**src/rtl/bus_unit_pkg.sv**
```systemverilog
package bus_unit_pkg;
  // Bus geometry.
  localparam int ADDR_W = 32;
  localparam int DATA_W = 16;
  localparam int UPPER_LSB = 16;
  localparam int WORD_LSB = 1;
  localparam int WORD_W = 3;
  localparam int LEN_W = 4;
  localparam logic [LEN_W-1:0] LEN_ONE = 4'h1;
  localparam int BURST_MAX = 8;
  // Byte lane codes, active low.
  localparam logic [1:0] BE_NONE = 2'h3;
  // Initialization figures.
  localparam int SELFTEST_CYCLES_DEF = 47000;
  localparam int INIT_WORDS = 8;
  localparam int INIT_BURSTS = 2;
  localparam logic [ADDR_W-1:0] INIT_BASE = 32'h0000_0000;
  localparam logic [ADDR_W-1:0] INIT_STEP = 32'h0000_0010;
  localparam logic [1:0] INIT_BE = 2'h0;
  // Minimum reset width asked of the reset driver, in input clock cycles.
  localparam int RESET_MIN_CYCLES = 41;
  // Layout of the synchronised input vector.
  localparam int IRQ_N = 4;
  localparam int SYNC_IRQ_LSB = 0;
  localparam int SYNC_LOCK = 4;
  localparam int SYNC_HOLD = 5;
  localparam int SYNC_READY = 6;
  localparam int SYNC_AD_LSB = 7;
  localparam int SYNC_W = 23;
  // Strap bit positions within the captured strap word.
  localparam int STRAP_IRQ0 = 0;
  localparam int STRAP_IRQ1 = 1;
  localparam int STRAP_IRQ3 = 2;
  localparam int STRAP_LOCK = 3;

  typedef enum logic [1:0] {MODE_SELFTEST, MODE_SKIP, MODE_RESERVED, MODE_FLOAT} strap_mode_e;
  typedef enum logic [3:0] {
    ST_BOOT, ST_SELFTEST, ST_IDLE, ST_LOCKWAIT, ST_ADDR, ST_DATA, ST_HOLD, ST_FAIL, ST_FLOAT
  } bus_state_e;
endpackage : bus_unit_pkg

```
**src/rtl/pin_sync_if.sv**
```systemverilog
`timescale 1ns/1ps
interface pin_sync_if;
  // Raw pin levels and their synchronised copies.
  logic [bus_unit_pkg::SYNC_W-1:0] raw;
  logic [bus_unit_pkg::SYNC_W-1:0] sync;
  modport syncer (input raw, output sync);
  modport core (output raw, input sync);
endinterface : pin_sync_if

```
**src/rtl/burst_bus_unit.sv**
```systemverilog
`timescale 1ns/1ps
module burst_bus_unit #(
  parameter int SELFTEST_CYCLES = bus_unit_pkg::SELFTEST_CYCLES_DEF
) (
  // Clock and reset.
  input wire logic sys_clk,
  input wire logic nrst,
  // Request port.
  input wire logic req_valid,
  input wire logic req_write,
  input wire logic req_rmw,
  input wire logic [bus_unit_pkg::ADDR_W-1:0] req_addr,
  input wire logic [bus_unit_pkg::LEN_W-1:0] req_len,
  input wire logic [1:0] req_be_n,
  output logic req_ready_ff,
  input wire logic [bus_unit_pkg::DATA_W-1:0] wr_data,
  output logic wr_take_ff,
  output logic [bus_unit_pkg::DATA_W-1:0] rd_data_ff,
  output logic rd_valid_ff,
  // Status.
  output logic init_done_ff,
  output logic init_fail_ff,
  output logic float_mode_ff,
  output logic [bus_unit_pkg::IRQ_N-1:0] irq_edge_ff,
  // Address and data pins.
  output logic [15:0] upper_address_lines_ff,
  output logic upper_address_oe_ff,
  input wire logic [bus_unit_pkg::DATA_W-1:0] shared_addr_data_in,
  output logic [bus_unit_pkg::DATA_W-1:0] shared_addr_data_out_ff,
  output logic shared_addr_data_oe_ff,
  output logic [bus_unit_pkg::WORD_W-1:0] burst_word_address_lines_ff,
  // Strobes and control pins; one enable covers this group.
  output logic ctrl_oe_ff,
  output logic addr_latch_ff,
  output logic address_status_strobe_n_ff,
  output logic write_not_read_ff,
  output logic data_transfer_strobe_n_ff,
  output logic transfer_direction_ff,
  output logic [1:0] byte_lane_enables_n_ff,
  output logic burst_final_marker_n_ff,
  // Handshake pins.
  input wire logic ready_n,
  input wire logic hold_req,
  output logic bus_grant_out_ff,
  output logic bus_grant_oe_ff,
  input wire logic lock_n_in,
  output logic lock_n_out_ff,
  output logic lock_n_oe_ff,
  // Interrupt pins.
  input wire logic direct_irq_zero_n,
  input wire logic direct_irq_one_n,
  input wire logic direct_irq_two_or_request_n,
  input wire logic direct_irq_three_or_acknowledge_n
);
  localparam int ST_W = $clog2(SELFTEST_CYCLES + 1);
  localparam logic [ST_W-1:0] ST_LAST = ST_W'(SELFTEST_CYCLES - 1);
  localparam logic [ST_W-1:0] ST_ZERO = '0;

  pin_sync_if pins ();
  bus_unit_pkg::bus_state_e state_ff, nxt_state;
  bus_unit_pkg::strap_mode_e mode;
  logic phase_ff;
  logic tick;
  logic [3:0] strap_ff;
  logic [ST_W-1:0] test_cnt_ff;
  logic init_busy_ff;
  logic burst_idx_ff;
  logic half_ff;
  logic [bus_unit_pkg::DATA_W-1:0] lo_ff;
  logic [31:0] sum_ff;
  logic [31:0] word_sum;
  logic [bus_unit_pkg::ADDR_W-1:0] addr_ff;
  logic write_ff, rmw_ff;
  logic [bus_unit_pkg::LEN_W-1:0] left_ff;
  logic [1:0] be_ff;
  logic [bus_unit_pkg::WORD_W-1:0] word_ff;
  logic [bus_unit_pkg::DATA_W-1:0] wdata_ff;
  logic lock_hold_ff;
  logic [bus_unit_pkg::IRQ_N-1:0] irq_prev_ff;
  logic take, step, last, ready_ok, lock_busy, hold_s, fail_now;
  logic recover_ff;

  assign pins.raw = {shared_addr_data_in, ready_n, hold_req, lock_n_in, direct_irq_three_or_acknowledge_n,
                     direct_irq_two_or_request_n, direct_irq_one_n, direct_irq_zero_n};

  pin_sync u_sync (
    .sys_clk(sys_clk),
    .pins(pins)
  );

  assign hold_s = pins.sync[bus_unit_pkg::SYNC_HOLD];
  assign ready_ok = !pins.sync[bus_unit_pkg::SYNC_READY];
  assign lock_busy = !pins.sync[bus_unit_pkg::SYNC_LOCK] && !lock_hold_ff;
  assign tick = phase_ff;
  assign last = (left_ff == bus_unit_pkg::LEN_ONE);
  assign step = tick && (state_ff == bus_unit_pkg::ST_DATA) && ready_ok && !recover_ff;
  assign take = tick && (state_ff == bus_unit_pkg::ST_IDLE) && !hold_s && !init_busy_ff && init_done_ff && req_valid;
  assign word_sum = sum_ff + {pins.sync[bus_unit_pkg::SYNC_AD_LSB +: bus_unit_pkg::DATA_W], lo_ff};
  assign fail_now = step && last && init_busy_ff && burst_idx_ff && (word_sum != 32'h0000_0000);

  // The processor cycle is two input clocks; the phase bit marks its second half.
  always_ff @(posedge sys_clk) begin
    if (!nrst) begin
      phase_ff <= 1'b0;
    end else begin
      phase_ff <= !phase_ff;
    end
  end

  // After a data step the synchronised ready and data still belong to the old halfword, so one tick is skipped.
  always_ff @(posedge sys_clk) begin
    if (!nrst) begin
      recover_ff <= 1'b0;
    end else if (step) begin
      recover_ff <= 1'b1;
    end else if (tick) begin
      recover_ff <= 1'b0;
    end
  end

  // Straps are followed while reset is held, so the last value before release counts.
  always_ff @(posedge sys_clk) begin
    if (!nrst) begin
      strap_ff <= {pins.sync[bus_unit_pkg::SYNC_LOCK], pins.sync[bus_unit_pkg::SYNC_IRQ_LSB + 3],
                   pins.sync[bus_unit_pkg::SYNC_IRQ_LSB + 1], pins.sync[bus_unit_pkg::SYNC_IRQ_LSB]};
    end
  end

  // Strap decode; a reserved setting runs the self-test.
  always_comb begin
    if (!strap_ff[bus_unit_pkg::STRAP_LOCK]) begin
      mode = bus_unit_pkg::MODE_FLOAT;
    end else if (!strap_ff[bus_unit_pkg::STRAP_IRQ3]) begin
      mode = bus_unit_pkg::MODE_RESERVED;
    end else if (strap_ff[bus_unit_pkg::STRAP_IRQ0]) begin
      mode = bus_unit_pkg::MODE_SELFTEST;
    end else if (!strap_ff[bus_unit_pkg::STRAP_IRQ1]) begin
      mode = bus_unit_pkg::MODE_SKIP;
    end else begin
      mode = bus_unit_pkg::MODE_RESERVED;
    end
  end

  // Bus sequencer; it moves only at the end of a processor cycle.
  always_comb begin
    nxt_state = state_ff;
    if (tick) begin
      unique case (state_ff)
        bus_unit_pkg::ST_BOOT: begin
          if (mode == bus_unit_pkg::MODE_FLOAT) begin
            nxt_state = bus_unit_pkg::ST_FLOAT;
          end else if (mode == bus_unit_pkg::MODE_SKIP) begin
            nxt_state = bus_unit_pkg::ST_IDLE;
          end else begin
            nxt_state = bus_unit_pkg::ST_SELFTEST;
          end
        end
        bus_unit_pkg::ST_SELFTEST: begin
          if (test_cnt_ff == ST_LAST) begin
            nxt_state = bus_unit_pkg::ST_IDLE;
          end
        end
        bus_unit_pkg::ST_IDLE: begin
          if (hold_s) begin
            nxt_state = bus_unit_pkg::ST_HOLD;
          end else if (init_busy_ff) begin
            nxt_state = bus_unit_pkg::ST_ADDR;
          end else if (take && req_rmw && !req_write && lock_busy) begin
            nxt_state = bus_unit_pkg::ST_LOCKWAIT;
          end else if (take) begin
            nxt_state = bus_unit_pkg::ST_ADDR;
          end
        end
        bus_unit_pkg::ST_LOCKWAIT: begin
          if (!lock_busy) begin
            nxt_state = bus_unit_pkg::ST_ADDR;
          end
        end
        bus_unit_pkg::ST_ADDR: nxt_state = bus_unit_pkg::ST_DATA;
        bus_unit_pkg::ST_DATA: begin
          if (fail_now) begin
            nxt_state = bus_unit_pkg::ST_FAIL;
          end else if (step && last) begin
            nxt_state = bus_unit_pkg::ST_IDLE;
          end
        end
        bus_unit_pkg::ST_HOLD: begin
          if (!hold_s) begin
            nxt_state = bus_unit_pkg::ST_IDLE;
          end
        end
        bus_unit_pkg::ST_FAIL: nxt_state = bus_unit_pkg::ST_FAIL;
        bus_unit_pkg::ST_FLOAT: nxt_state = bus_unit_pkg::ST_FLOAT;
      endcase
    end
  end

  // State register.
  always_ff @(posedge sys_clk) begin
    if (!nrst) begin
      state_ff <= bus_unit_pkg::ST_BOOT;
    end else begin
      state_ff <= nxt_state;
    end
  end

  // Self-test cycle counter, in processor cycles.
  always_ff @(posedge sys_clk) begin
    if (!nrst) begin
      test_cnt_ff <= ST_ZERO;
    end else if (tick && state_ff == bus_unit_pkg::ST_SELFTEST) begin
      test_cnt_ff <= test_cnt_ff + 1'b1;
    end
  end

  // Transfer context: captured on a request or an init burst, stepped per data cycle.
  always_ff @(posedge sys_clk) begin
    if (!nrst) begin
      addr_ff <= '0;
      write_ff <= 1'b0;
      rmw_ff <= 1'b0;
      left_ff <= bus_unit_pkg::LEN_ONE;
      be_ff <= bus_unit_pkg::BE_NONE;
      word_ff <= '0;
      wdata_ff <= '0;
    end else if (tick && state_ff == bus_unit_pkg::ST_IDLE && !hold_s && init_busy_ff) begin
      addr_ff <= burst_idx_ff ? bus_unit_pkg::INIT_STEP : bus_unit_pkg::INIT_BASE;
      write_ff <= 1'b0;
      rmw_ff <= 1'b0;
      left_ff <= bus_unit_pkg::LEN_W'(bus_unit_pkg::BURST_MAX);
      be_ff <= bus_unit_pkg::INIT_BE;
      word_ff <= '0;
    end else if (take) begin
      addr_ff <= req_addr;
      write_ff <= req_write;
      rmw_ff <= req_rmw;
      left_ff <= req_len;
      be_ff <= req_be_n;
      word_ff <= req_addr[bus_unit_pkg::WORD_LSB +: bus_unit_pkg::WORD_W];
      wdata_ff <= wr_data;
    end else if (step && !last) begin
      left_ff <= left_ff - 1'b1;
      word_ff <= word_ff + 1'b1;
      wdata_ff <= wr_data;
    end
  end

  // Initialization: checksum over the first words of memory after self-test, or straight after boot when the straps skip it.
  always_ff @(posedge sys_clk) begin
    if (!nrst) begin
      init_busy_ff <= 1'b0;
      init_done_ff <= 1'b0;
      burst_idx_ff <= 1'b0;
      half_ff <= 1'b0;
      lo_ff <= '0;
      sum_ff <= 32'h0000_0000;
    end else begin
      if (tick && state_ff != bus_unit_pkg::ST_IDLE && nxt_state == bus_unit_pkg::ST_IDLE && !init_done_ff
          && !init_busy_ff) begin
        init_busy_ff <= 1'b1;
      end
      if (step && init_busy_ff) begin
        half_ff <= !half_ff;
        if (!half_ff) begin
          lo_ff <= pins.sync[bus_unit_pkg::SYNC_AD_LSB +: bus_unit_pkg::DATA_W];
        end else begin
          sum_ff <= word_sum;
        end
        if (last) begin
          burst_idx_ff <= 1'b1;
          if (burst_idx_ff) begin
            init_busy_ff <= 1'b0;
            init_done_ff <= !fail_now;
          end
        end
      end
    end
  end

  // Lock ownership: taken in the read address state, dropped in the write address state.
  always_ff @(posedge sys_clk) begin
    if (!nrst) begin
      lock_hold_ff <= 1'b0;
    end else if (tick && state_ff == bus_unit_pkg::ST_ADDR && rmw_ff) begin
      lock_hold_ff <= !write_ff;
    end
  end

  // Direct interrupt pins: a high-then-low pair of processor-cycle samples marks a request.
  always_ff @(posedge sys_clk) begin
    if (!nrst) begin
      irq_prev_ff <= '1;
      irq_edge_ff <= '0;
    end else begin
      irq_edge_ff <= '0;
      if (tick) begin
        irq_prev_ff <= pins.sync[bus_unit_pkg::SYNC_IRQ_LSB +: bus_unit_pkg::IRQ_N];
        irq_edge_ff <= irq_prev_ff & ~pins.sync[bus_unit_pkg::SYNC_IRQ_LSB +: bus_unit_pkg::IRQ_N];
      end
    end
  end

  // User side handshake and read data.
  always_ff @(posedge sys_clk) begin
    if (!nrst) begin
      req_ready_ff <= 1'b0;
      wr_take_ff <= 1'b0;
      rd_valid_ff <= 1'b0;
      rd_data_ff <= '0;
      init_fail_ff <= 1'b0;
      float_mode_ff <= 1'b0;
    end else begin
      req_ready_ff <= (nxt_state == bus_unit_pkg::ST_IDLE) && init_done_ff && !take;
      wr_take_ff <= (take && req_write) || (step && !last && write_ff);
      rd_valid_ff <= step && !write_ff && !init_busy_ff;
      if (step && !write_ff) begin
        rd_data_ff <= pins.sync[bus_unit_pkg::SYNC_AD_LSB +: bus_unit_pkg::DATA_W];
      end
      init_fail_ff <= (state_ff == bus_unit_pkg::ST_FAIL);
      float_mode_ff <= (state_ff == bus_unit_pkg::ST_FLOAT);
    end
  end

  // Bus pins follow the state one input clock later, all by the same amount.
  always_ff @(posedge sys_clk) begin
    if (!nrst || state_ff == bus_unit_pkg::ST_BOOT) begin
      upper_address_oe_ff <= 1'b0;
      shared_addr_data_oe_ff <= 1'b0;
      ctrl_oe_ff <= 1'b1;
      addr_latch_ff <= 1'b0;
      address_status_strobe_n_ff <= 1'b1;
      data_transfer_strobe_n_ff <= 1'b1;
      transfer_direction_ff <= 1'b1;
      write_not_read_ff <= 1'b0;
      byte_lane_enables_n_ff <= bus_unit_pkg::BE_NONE;
      burst_final_marker_n_ff <= 1'b1;
      bus_grant_out_ff <= 1'b0;
      bus_grant_oe_ff <= 1'b1;
      lock_n_oe_ff <= 1'b0;
      upper_address_lines_ff <= '0;
      shared_addr_data_out_ff <= '0;
      burst_word_address_lines_ff <= '0;
      lock_n_out_ff <= 1'b0;
    end else if (state_ff == bus_unit_pkg::ST_FLOAT) begin
      upper_address_oe_ff <= 1'b0;
      shared_addr_data_oe_ff <= 1'b0;
      ctrl_oe_ff <= 1'b0;
      bus_grant_oe_ff <= 1'b0;
      lock_n_oe_ff <= 1'b0;
    end else begin
      upper_address_oe_ff <= (state_ff != bus_unit_pkg::ST_HOLD);
      ctrl_oe_ff <= (state_ff != bus_unit_pkg::ST_HOLD);
      bus_grant_out_ff <= (state_ff == bus_unit_pkg::ST_HOLD);
      bus_grant_oe_ff <= 1'b1;
      upper_address_lines_ff <= addr_ff[bus_unit_pkg::UPPER_LSB +: 16];
      addr_latch_ff <= (state_ff == bus_unit_pkg::ST_ADDR) && !phase_ff;
      address_status_strobe_n_ff <= (state_ff != bus_unit_pkg::ST_ADDR);
      data_transfer_strobe_n_ff <= (state_ff != bus_unit_pkg::ST_DATA);
      shared_addr_data_oe_ff <= (state_ff == bus_unit_pkg::ST_ADDR)
                                || (state_ff == bus_unit_pkg::ST_DATA && write_ff);
      if (state_ff == bus_unit_pkg::ST_ADDR) begin
        shared_addr_data_out_ff <= addr_ff[bus_unit_pkg::DATA_W-1:0];
        burst_word_address_lines_ff <= addr_ff[bus_unit_pkg::WORD_LSB +: bus_unit_pkg::WORD_W];
        write_not_read_ff <= write_ff;
        transfer_direction_ff <= write_ff;
      end else if (state_ff == bus_unit_pkg::ST_DATA) begin
        shared_addr_data_out_ff <= wdata_ff;
        burst_word_address_lines_ff <= word_ff;
      end
      if (state_ff == bus_unit_pkg::ST_DATA) begin
        byte_lane_enables_n_ff <= be_ff;
        burst_final_marker_n_ff <= !last;
      end else if (state_ff == bus_unit_pkg::ST_SELFTEST || state_ff == bus_unit_pkg::ST_FAIL) begin
        byte_lane_enables_n_ff <= bus_unit_pkg::BE_NONE;
        burst_final_marker_n_ff <= 1'b0;
      end else begin
        byte_lane_enables_n_ff <= bus_unit_pkg::BE_NONE;
        burst_final_marker_n_ff <= 1'b1;
      end
      lock_n_out_ff <= 1'b0;
      lock_n_oe_ff <= (state_ff == bus_unit_pkg::ST_ADDR && rmw_ff) ? !write_ff : lock_hold_ff;
    end
  end
endmodule : burst_bus_unit

```
**src/rtl/pin_sync.sv**
```systemverilog
`timescale 1ns/1ps
module pin_sync (
  // Clock.
  input wire logic sys_clk,
  // Pins in, synchronised levels out.
  pin_sync_if.syncer pins
);
  logic [bus_unit_pkg::SYNC_W-1:0] meta_ff;
  logic [bus_unit_pkg::SYNC_W-1:0] stable_ff;

  // Two flip-flops per pin; no reset so the straps can be seen while reset is held.
  for (genvar i = 0; i < bus_unit_pkg::SYNC_W; i++) begin : g_sync
    always_ff @(posedge sys_clk) begin
      meta_ff[i] <= pins.raw[i];
      stable_ff[i] <= meta_ff[i];
    end
  end

  assign pins.sync = stable_ff;
endmodule : pin_sync

```
**config.mk**
```make
export PLATFORM = sky130hd
export DESIGN_NAME = burst_bus_unit
export DESIGN_NICKNAME = d
export VERILOG_FILES = /design/src/rtl/bus_unit_pkg.sv /design/src/rtl/pin_sync_if.sv /design/src/rtl/burst_bus_unit.sv /design/src/rtl/pin_sync.sv
export SDC_FILE = /design/constraint.sdc
export NUM_CORES = 1
export LEC_CHECK = 0
export ABC_CLOCK_PERIOD_IN_PS = 5000
export BUFFER_PORTS_ARGS = -buffer_cell sky130_fd_sc_hd__buf_4
export CAP_MARGIN = 10
export CORE_AREA = 10 10 152 154
export CTS_BUF_LIST = sky130_fd_sc_hd__clkbuf_8 sky130_fd_sc_hd__clkbuf_16
export DETAILED_ROUTE_END_ITERATION = 10
export DIE_AREA = 0 0 162 164
export PLACE_DENSITY = 0.74
export SLEW_MARGIN = 20
export SYNTH_ARGS = -nofsm -noshare
export SYNTH_HDL_FRONTEND = slang
export SYNTH_SLANG_ARGS = --single-unit
```
**constraint.sdc**
```tcl
create_clock -name sys_clk -period 5 [get_ports sys_clk]
set_clock_uncertainty 0.15 [all_clocks]
set_input_delay 0.5 -clock sys_clk [delete_from_list [all_inputs] [get_ports sys_clk]]
set_output_delay 0.5 -clock sys_clk [all_outputs]
set_load 0.02 [all_outputs]
```
=== Word level (Yosys, flattened, before mapping) ===
Index checks and enable logic that the tools add are counted.

* Add/subtract/negate cells: 4
* Multipliers: 0
* Div/mod/pow operators: 0
* Magnitude comparators: 0
* Equality and inequality tests: 17
* Shift-type cells: 0
* Muxes and demuxes: 45
* Bitwise gates (word level): 6
* Reduce and logical (&&, ||, !) cells: 71

{| class="wikitable"
|+ Operator list
! cell !! count
|-
| $mux 16 || 4
|-
| $mux 32 || 2
|-
| $mux 4 || 14
|-
| $pmux 4 s9 || 1
|-
| $logic_and 1x1->1 || 35
|-
| $add 32x32->32 || 1
|-
| $reduce_bool 32->1 || 1
|-
| $add 16x1->16 const B || 1
|-
| $eq 16x16->1 const B || 1
|-
| $eq 4x3->1 const B || 4
|-
| $mux 2 || 8
|-
| $logic_not 1->1 || 15
|-
| $reduce_and 2->1 || 7
|-
| $eq 4x2->1 const B || 3
|-
| $mux 3 || 4
|-
| $ne 4x3->1 const B || 3
|-
| $mux 1 || 11
|-
| $eq 4x1->1 const B || 2
|-
| $reduce_bool 2->1 || 4
|-
| $mux 5 || 1
|-
| $and 4x4->4 || 1
|-
| $eq 4x4->1 const B || 1
|-
| $logic_not 4->1 || 1
|-
| $logic_or 1x1->1 || 4
|-
| other kinds (10) || 14
|}

* Flip-flop bits (word level): 262
* Bits in latches: 0
* Bits in writable memories: 0
* Memory bits (read-only): 0
* Bits of input ports: 82
* Output and inout port bits: 76
* Memories kept: 0

=== Logic depth before layout (Yosys ltp) ===
Gate-level depths: netlist of run 1.

* Depth after elaboration: 22
* Gate-level depth with buffers: 13
* Mapped depth without buffers: 13

=== Cells and area by module ===
A second synthesis of run 1 with hierarchy kept.

* Cell total of the unflattened synthesis: 1365
* Area total of the unflattened synthesis: 11295.8 um^2

{| class="wikitable"
|+ Modules (own cells, without submodules)
! module !! instances !! cells an instance !! area each (um^2) !! sequential area each (um^2)
|-
| burst_bus_unit || 1 || 1319 || 10375.0 || 4364.2
|-
| pin_sync || 1 || 46 || 920.9 || 920.9
|}

=== Least setup slack after synthesis of run 1 ===
No wires, ideal clock.

* Kind: flip-flop to flip-flop
* Start: register lo_ff[0] (netlist name)
* End: register req_ready_ff
* Setup time: 67 ps
* Arrival time: 3275 ps
* Required time: 4783 ps
* Slack: 1509 ps
* Cell stages (with the launch flop): 14
* Buffers on the path: 0
* Cells stage by stage: dfxtp_1 ha_1 inv_1 fa_1 nor2b_1 o211ai_2 a211oi_1 o211ai_1 a21oi_1 a21oi_1 xnor2_1 or4_1 or4_4 a21oi_2

* Longest elaborated chain between the ends: 9

{| class="wikitable"
|+ RTL lines
! item !! RTL line !! source
|-
| start, declared || burst_bus_unit.sv:69 || <nowiki>logic [bus_unit_pkg::DATA_W-1:0] lo_ff;</nowiki>
|-
| start signal, assigned || burst_bus_unit.sv:265 || <nowiki>lo_ff <= pins.sync[bus_unit_pkg::SYNC_AD_LSB +: bus_unit_pkg::DATA_W];</nowiki>
|-
| $add 32x32->32 || burst_bus_unit.sv:98 || <nowiki>assign word_sum = sum_ff + {pins.sync[bus_unit_pkg::SYNC_AD_LSB +: bus_unit_pkg::DATA_W], lo_ff};</nowiki>
|-
| $reduce_bool 32->1 || burst_bus_unit.sv:99 || <nowiki>assign fail_now = step && last && init_busy_ff && burst_idx_ff && (word_sum != 32'h0000_0000);</nowiki>
|-
| $logic_and 1x1->1 || burst_bus_unit.sv:99 ||
|-
| $mux 4 || burst_bus_unit.sv:181 || <nowiki>if (fail_now) begin</nowiki>
|-
| $pmux 4 s9 || burst_bus_unit.sv:148 || <nowiki>unique case (state_ff)</nowiki>
|-
| $mux 4 || burst_bus_unit.sv:147 || <nowiki>if (tick) begin</nowiki>
|-
| $eq 4x2->1 || burst_bus_unit.sv:313 || <nowiki>req_ready_ff <= (nxt_state == bus_unit_pkg::ST_IDLE) && init_done_ff && !take;</nowiki>
|-
| $logic_and 1x1->1 (2 in series) || burst_bus_unit.sv:313 ||
|-
| end signal, assigned || burst_bus_unit.sv:313 ||
|-
| end, declared || burst_bus_unit.sv:15 || <nowiki>output logic req_ready_ff,</nowiki>
|}

Every way passes these cells.
A chain may end at the register's enable or synchronous reset.

=== Worst setup path in the final report of run 1 ===
Ends and elaborated chain as after synthesis.

==> results of run 1 <==
area by class of cell:
cell class,instances,area (um2),area share
clock buffer,31,730.7,0.05340
sequential,262,5286,0.3863
multi-input combinational,974,5630,0.4114
tap,270,337.8,0.02469
timing repair buffer,190,1484,0.1084
inverter,17,65.06,0.004754
clock inverter,19,150.1,0.01097
kinds of logic after synthesis:
group / count (synthesis) / share of synthesized area
other: 1 / 0.0003329
buffers and inverters: 95 / 0.03332
and+or+nand+nor: 552 / 0.2251
DFF: 262 / 0.4691
AOI/OAI and AO/OA: 317 / 0.1740
muxes: 26 / 0.02354
adders and majority gates: 36 / 0.04065
xor gates and xnor gates: 42 / 0.03387
worst max-delay path, delay by kind of cell (launching register included):
family / cells / cell delay (ps)
AND/OR/NAND/NOR: 3 / 1220
XOR/XNOR: 1 / 160
adder cells (fa/ha/maj): 2 / 570
AO/OA/AOI/OAI: 6 / 1410
flip-flops: 1 / 330
buffers and inverters: 1 / 60
Yosys cell counts, types with 7 or more instances:
cell type / count
nand4_1: 15
buf_1: 12
nor2b_1: 12
xnor2_1: 21
mux2i_1: 22
nand3_1: 23
and2_1: 10
a21oi_1: 173
or3_1: 13
nor2_1: 91
and3_1: 16
a21o_1: 16
clkbuf_1: 60
a211oi_1: 26
ha_1: 35
o21ai_0: 29
dfxtp_1: 258
nor3_1: 19
a31oi_1: 8
inv_1: 15
xor2_1: 20
nand2_1: 303
nor3b_1: 7
state kept, by name (all words and copies together), names as in the netlist, 16 cells and up:
signal                   cells
rd_data_ff                  16
upper_address_lines_ff      16
test_cnt_ff                 16
wdata_ff                    16
u_sync.pins.sync            23
shared_addr_data_out_ff     16
lo_ff                       16
sum_ff                      32
addr_ff                     32
u_sync.meta_ff              23
worst paths after layout:
| check | cells past startpoint | from | endpoint | slack, ps |
|---|---|---|---|---|
| max | 13 | lo_ff[0]$_SDFFE_PN0P_ | req_ready_ff$_SDFF_PN0_ | 1040 |
| min | 3 | req_len[0] | left_ff[0]$_SDFFE_PN1P_ | 50 |
| max reg2reg | 13 | lo_ff[0]$_SDFFE_PN0P_ | req_ready_ff$_SDFF_PN0_ | 1040 |
| min reg2reg | 0 | u_sync.meta_ff[4]$_DFF_P_ | u_sync.pins.sync[4]$_DFF_P_ | 180 |
metal layers:
layer | global-route usage | up-vias
met3 | 0.04506 | 62
met5 | 0 | -
met2 | 0.3592 | 328
met1 | 0.2927 | 4607
met4 | 0.06824 | 0
li1 | - | 4899
metrics by stage:
step	worst slack (ps)	power, mW	hold WS, ps	instance area (um2)
2_1_floorplan	1509	2.405	159.6	11270
3_5_place_dp	1079	2.533	162.1	12570
3_3_place_gp	1109	2.530	160.3	12570
4_1_cts	1070	4.509	20.86	13680
6_report	1037	4.476	45.81	13680
5_1_grt	646.2	4.621	47.24	13680
timing repair:
| item | CTS | global route |
|---|---|---|
| setup endpoints to repair | 0 | 0 |
| gates resized for setup | 0 | 0 |
| endpoints found under the hold margin | 23 | 0 |
| hold buffers | 23 | 0 |
| buffers inserted | 0 | 0 |
where the power goes:
part,switching (mW),internal [mW],total [mW]
combinational,0.201,0.135,0.337
sequential,0.0364,2.13,2.17
clock,0.824,1.15,1.97
total,1.06,3.41,4.48
==> flow_summary.yaml, run 1 <==
clock_network:
  cts_inserted_buffers: 27
  cts.sink_count: 262
  clk_path_buf_depth: 3
  clk_pin_slew_worst_paths_ps: 60
  htree_levels: 1
  cts_tree: "built"
  clk_latency_ps: 540
  clockRootBuffer: "clkbuf_16"
cells_and_area:
  final_cells: 1763
  final_nets: 1590
  final_util: 0.6829
  drive_gt1_frac: 0.1708
  layout_common_cells: "303 x nand2_1, 257 x dfxtp_1, 173 x a21oi_1, 167 x buf_4, 90 x nor2_1"
  synthToLayoutAreaGrowth_pct: 21.47
  layout_commonest_cell: "nand2_1"
  antenna_cells: 0
  nFillCells: 1652
drt:
  drtIter0Drc: 628
  postRouteAntennaNets: 0
  vias: 9896
  met2_length_mm: 14.16
  dr.max_layer_used: "met4"
  m1WireLength_mm: 13.54
  wl_met3_mm: 2.219
  wl_per_cell_um: 17.45
  vias_per_cell: 5.613
  drtPass1Iterations: 5
  drt-total-wl_mm: 30.77
  drc_errors: 0
place:
  dp_cells: 1690
  hpwl_mm: 21.47
  gp_congestion: 0.9537
  port_buffers: 156
power_and_ir_drop:
  p_leak_nw: 5.370
  vdd_drop_max_v: 0.0003097
  powerDensity_nw_per_um2: 327.1
floorplan:
  die_x_um: 162
  fp.dieArea_um2: 26570
  core_area_um2: 20040
  row_count: 52
  ios: 158
  die_h_um: 164
  initial_core_util: 0.5622
global_routing:
  grt_max_degree: 85
  antenna_found_initial: 0
  grt.overflow.total: 0
  grt_pass1_wl_mm: 49.13
  grt_pass1_vias: 9434
  track_usage: 0.2219
hold_path:
  hp-class: "in2reg"
critical_path:
  arrival_ps: 4290
  crit_path_frequent_cell: "a21oi_1"
  cp_slowest_cell: "or4_1"
  cp_max_fo: 7
  path_cells: "ha_1 -> inv_1 -> fa_1 -> nor2b_1 -> o211ai_2 -> a211oi_1 -> o211ai_1 -> a21oi_1 -> a21oi_1 -> xnor2_1 -> or4_1 -> or4_4 -> a21oi_2"
  end_kind: "flip-flop"
  worstPathRequired_ps: 5320
  path_class: "reg2reg"
  crit_path_start_kind: "flip-flop"
  cp_slowest_stage_delay_ps: 530
yosys:
  ys_async_sr_fraction: 0
  synthDistinctLibCells: 85
  yosysSeqAreaShare: 0.4691
  synthFlopType: "dfxtp_1"
  yosys-top-cells-area: "dfxtp_1 46%, nand2_1 10%, a21oi_1 7.7%, ha_1 3.9%, nor2_1 3.0%"
  synth-edff-count: 4
  netlist_instances: 1331
  yosys_warnings: 0
  syn_area_per_cell_um2: 8.464
  netlist.top_cell.by_area: "dfxtp_1"
  synth_top_area_frac: 0.4585
  syn-cell-area_um2: 11270
  synth_nets: 1449
  yosys_register_bits: 262
timing:
  maxSlewHeadroom: 0.2954
  final_hold_viol_count: 0
  drv_slew: 0
  rsz0062_at_grt: "false"
  tns_ps: 0
  post-route-period-util: 0.7926
  worstMarginPinSlew_ps: 1057
  max_freq_ghz: 0.2523
  setup_viol: 0
  min_period_ps: 3963
outcome:
  status: "finished clean"
job:
  maxCapViolCount: 0
Power figures use the tool's default switching activity.
==> run 2, diff against run 1 <==
Settings changed: ABC_AREA from default to 1, ABC_CLOCK_PERIOD_IN_PS 5000 to 3600, CORE_AREA 10 10 152 154 to 10 10 162 164, DIE_AREA 0 0 162 164 to 0 0 172 174, PLACE_DENSITY 0.74 to 0.71.
Clock period 5 ns to 3.6 ns, I/O delays scaled along.
==> flow_summary.yaml, run 2 <==
outcome:
  status: "finished clean"
clock_network:
  clk_pin_slew_worst_paths_ps: 60
  htree_levels: 1
  cts_tree: "built"
  clk_path_buf_depth: 3
  clk_latency_ps: 550
  post_cts_buffers: 0
  cts.sink_count: 262
  clockRootBuffer: "clkbuf_16"
  cts_inserted_buffers: 27
timing:
  max_freq_ghz: 0.3011
  tns_ps: 0
  drv_slew: 0
  min_period_ps: 3321
  worstMarginPinSlew_ps: 833.1
  final_hold_viol_count: 0
  setup_viol: 0
  rsz0062_at_grt: "false"
  maxSlewHeadroom: 0.4440
  post-route-period-util: 0.9225
drt:
  vias_per_cell: 5.180
  vias: 11360
  drt-total-wl_mm: 36.70
  drc_errors: 0
  drtPass1Iterations: 6
  postRouteAntennaNets: 0
  drtIter0Drc: 1002
  wl_per_cell_um: 16.74
power_and_ir_drop:
  powerDensity_nw_per_um2: 408.4
  power_mw: 6.030
  pwr-share-seq: 0.497
  p_leak_nw: 7.209
  switching_share: 0.2385
  intPower_mw: 4.592
  vdd_drop_max_v: 0.0004180
  clkPwrFrac: 0.436
  p_switching_mw: 1.438
  pwr-share-comb: 0.067
floorplan:
  die_x_um: 172
  row_count: 56
  fp.dieArea_um2: 29930
  initial_core_util: 0.5069
  core_area_um2: 23120
  die_h_um: 174
  ios: 158
yosys:
  yosys_register_bits: 262
  synthDistinctLibCells: 48
  yosys-top-cells-area: "dfxtp_1 44%, nand2_1 12%, nor2_1 8.4%, inv_1 7.1%, o21ai_0 5.4%"
  synth.most_common_cell: "nand2_1"
  netlist_instances: 1658
  yosys_warnings: 0
  netlist.top_cell.by_area: "dfxtp_1"
  syn_area_per_cell_um2: 7.070
  synth-edff-count: 4
  ys_top_cells_by_count: "373 x nand2_1, 263 x nor2_1, 258 x dfxtp_1, 223 x inv_1, 127 x o21ai_0"
  synth_top_area_frac: 0.4406
  synthFlopType: "dfxtp_1"
  syn-cell-area_um2: 11720
  yosysSeqAreaShare: 0.4509
  synth_nets: 1776
  ys_async_sr_fraction: 0
global_routing:
  grt_max_degree: 63
  track_usage: 0.2383
  grt_pass1_wl_mm: 57.85
  grt.overflow.total: 0
  grt_pass1_vias: 10700
  antenna_found_initial: 0
critical_path:
  cp_num_buf_inv: 1
  cp_slowest_stage_delay_ps: 490
  crit_path_frequent_cell: "nand2_1"
  arrival_ps: 3640
  worstPathRequired_ps: 3920
  end_kind: "flip-flop"
  path_cells: "ha_1 -> nand2_1 -> inv_1 -> nand2_1 -> nand2_1 -> a21oi_1 -> nor2_1 -> nor2_1 -> nand3b_1 -> nand2_1 -> nand2_1 -> nor2_1 -> nand3_1 -> nand2_1 -> nand2_1 -> nand2_1 -> nand2_1 -> nand2_1 -> nand3_1 -> nor2_1 -> nand2_1 -> a21oi_1"
  cp_slowest_cell: "dfxtp_1"
  cp_max_fo: 5
  cp.depth: 22
  r2r_cells: 22
  crit_path_start_kind: "flip-flop"
  path_class: "reg2reg"
  crit_family: "simple AND/OR/NAND/NOR gates"
place:
  hpwl_mm: 26.74
  port_buffers: 156
  gp_congestion: 0.9850
cells_and_area:
  drive_gt1_frac: 0.1377
  synthToLayoutAreaGrowth_pct: 25.96
  layout_commonest_cell: "nand2_1"
  top_regs: "addr_ff x32, sum_ff x32"
  final_nets: 2000
  layout_common_cells: "372 x nand2_1, 262 x nor2_1, 258 x dfxtp_1, 229 x inv_1, 173 x buf_4"
hold_path:
  hp-class: "in2reg"
  min_delay_path_depth: 3
job:
  maxCapViolCount: 0
## run 2: cell types whose count changed after synthesis, sizes merged, moves of 43 or more
cell / before / now
a21oi: 175 / 100
nand2: 303 / 374
o21ai: 32 / 141
nand3: 25 / 68
nor2: 91 / 278
inv: 17 / 238
## run 2: power by group through the flow
stage / Combinational [mW] / Clock (mW) / Sequential (mW)
floorplan: 0.162 / 0 / 3.05
global placement: 0.329 / 0 / 3.06
detailed placement: 0.329 / 0 / 3.06
CTS: 0.398 / 2.66 / 2.99
global route: 0.438 / 2.80 / 3.00
finish: 0.405 / 2.63 / 2.99
## run 2: path summary, 6_finish.rpt
path                                  end                         from  slack [ps]
max               init_busy_ff$_SDFF_PN0_  u_sync.pins.sync[9]$_DFF_P_         280
min               addr_ff[4]$_SDFFE_PN0P_                  req_addr[4]          30
max reg2reg       init_busy_ff$_SDFF_PN0_  u_sync.pins.sync[9]$_DFF_P_         280
min reg2reg  u_sync.pins.sync[12]$_DFF_P_   u_sync.meta_ff[12]$_DFF_P_         170
## run 2: tightest hold or removal path, stage by stage
cell and delay (ps):
buf_4 110, nand2_1 100, a31oi_1 90
## run 2: area by class of cell
cell class | count | area (um2)
fill | 2042 | 8358
multi-input combinational | 1103 | 5321
sequential | 262 | 5285
timing repair buffer | 249 | 2059
inverter | 239 | 897.1
clock buffer | 31 | 730.7
tap | 290 | 362.8
clock inverter | 18 | 105.1
antenna | 1 | 2.502
## run 2: per-stage QoR
step	hold WS, ps	std cells	worst slack, ps	cell area, um2	utilization
after global routing	20.89	2192	27.61	14760	0.6384
after global placement	159.8	2067	380.0	13160	0.5690
after detailed placement	162.1	2067	352.2	13160	0.5690
after floorplan	159.6	1658	930.4	11720	-
final	31.62	2193	279.2	14760	0.6385
after CTS	14.88	2192	309.3	14750	0.6381
## run 2: kinds of logic after synthesis
logic type	Yosys count	share of synthesized area
adders and majority gates	36	0.03907
other	1	0.0003199
xor gates and xnor gates	15	0.01121
AOI/OAI and AO/OA	282	0.1292
and+or+nand+nor	769	0.2731
DFF	262	0.4509
buffers and inverters	293	0.09628
## run 2: per-layer routing
metal,wire length (um),vias to the layer above,GRT usage
li1,-,5714,-
met3,2724,73,0.04372
met4,1046,0,0.07366
met2,16680,389,0.3889
met5,0,-,0
met1,16250,5184,0.3108
## run 2: repair_timing
action | in CTS | in global routing
hold buffers | 76 | 0
hold endpoints to repair | 78 | 0
gates resized for setup | 0 | 3
endpoints found under the setup margin | 0 | 2
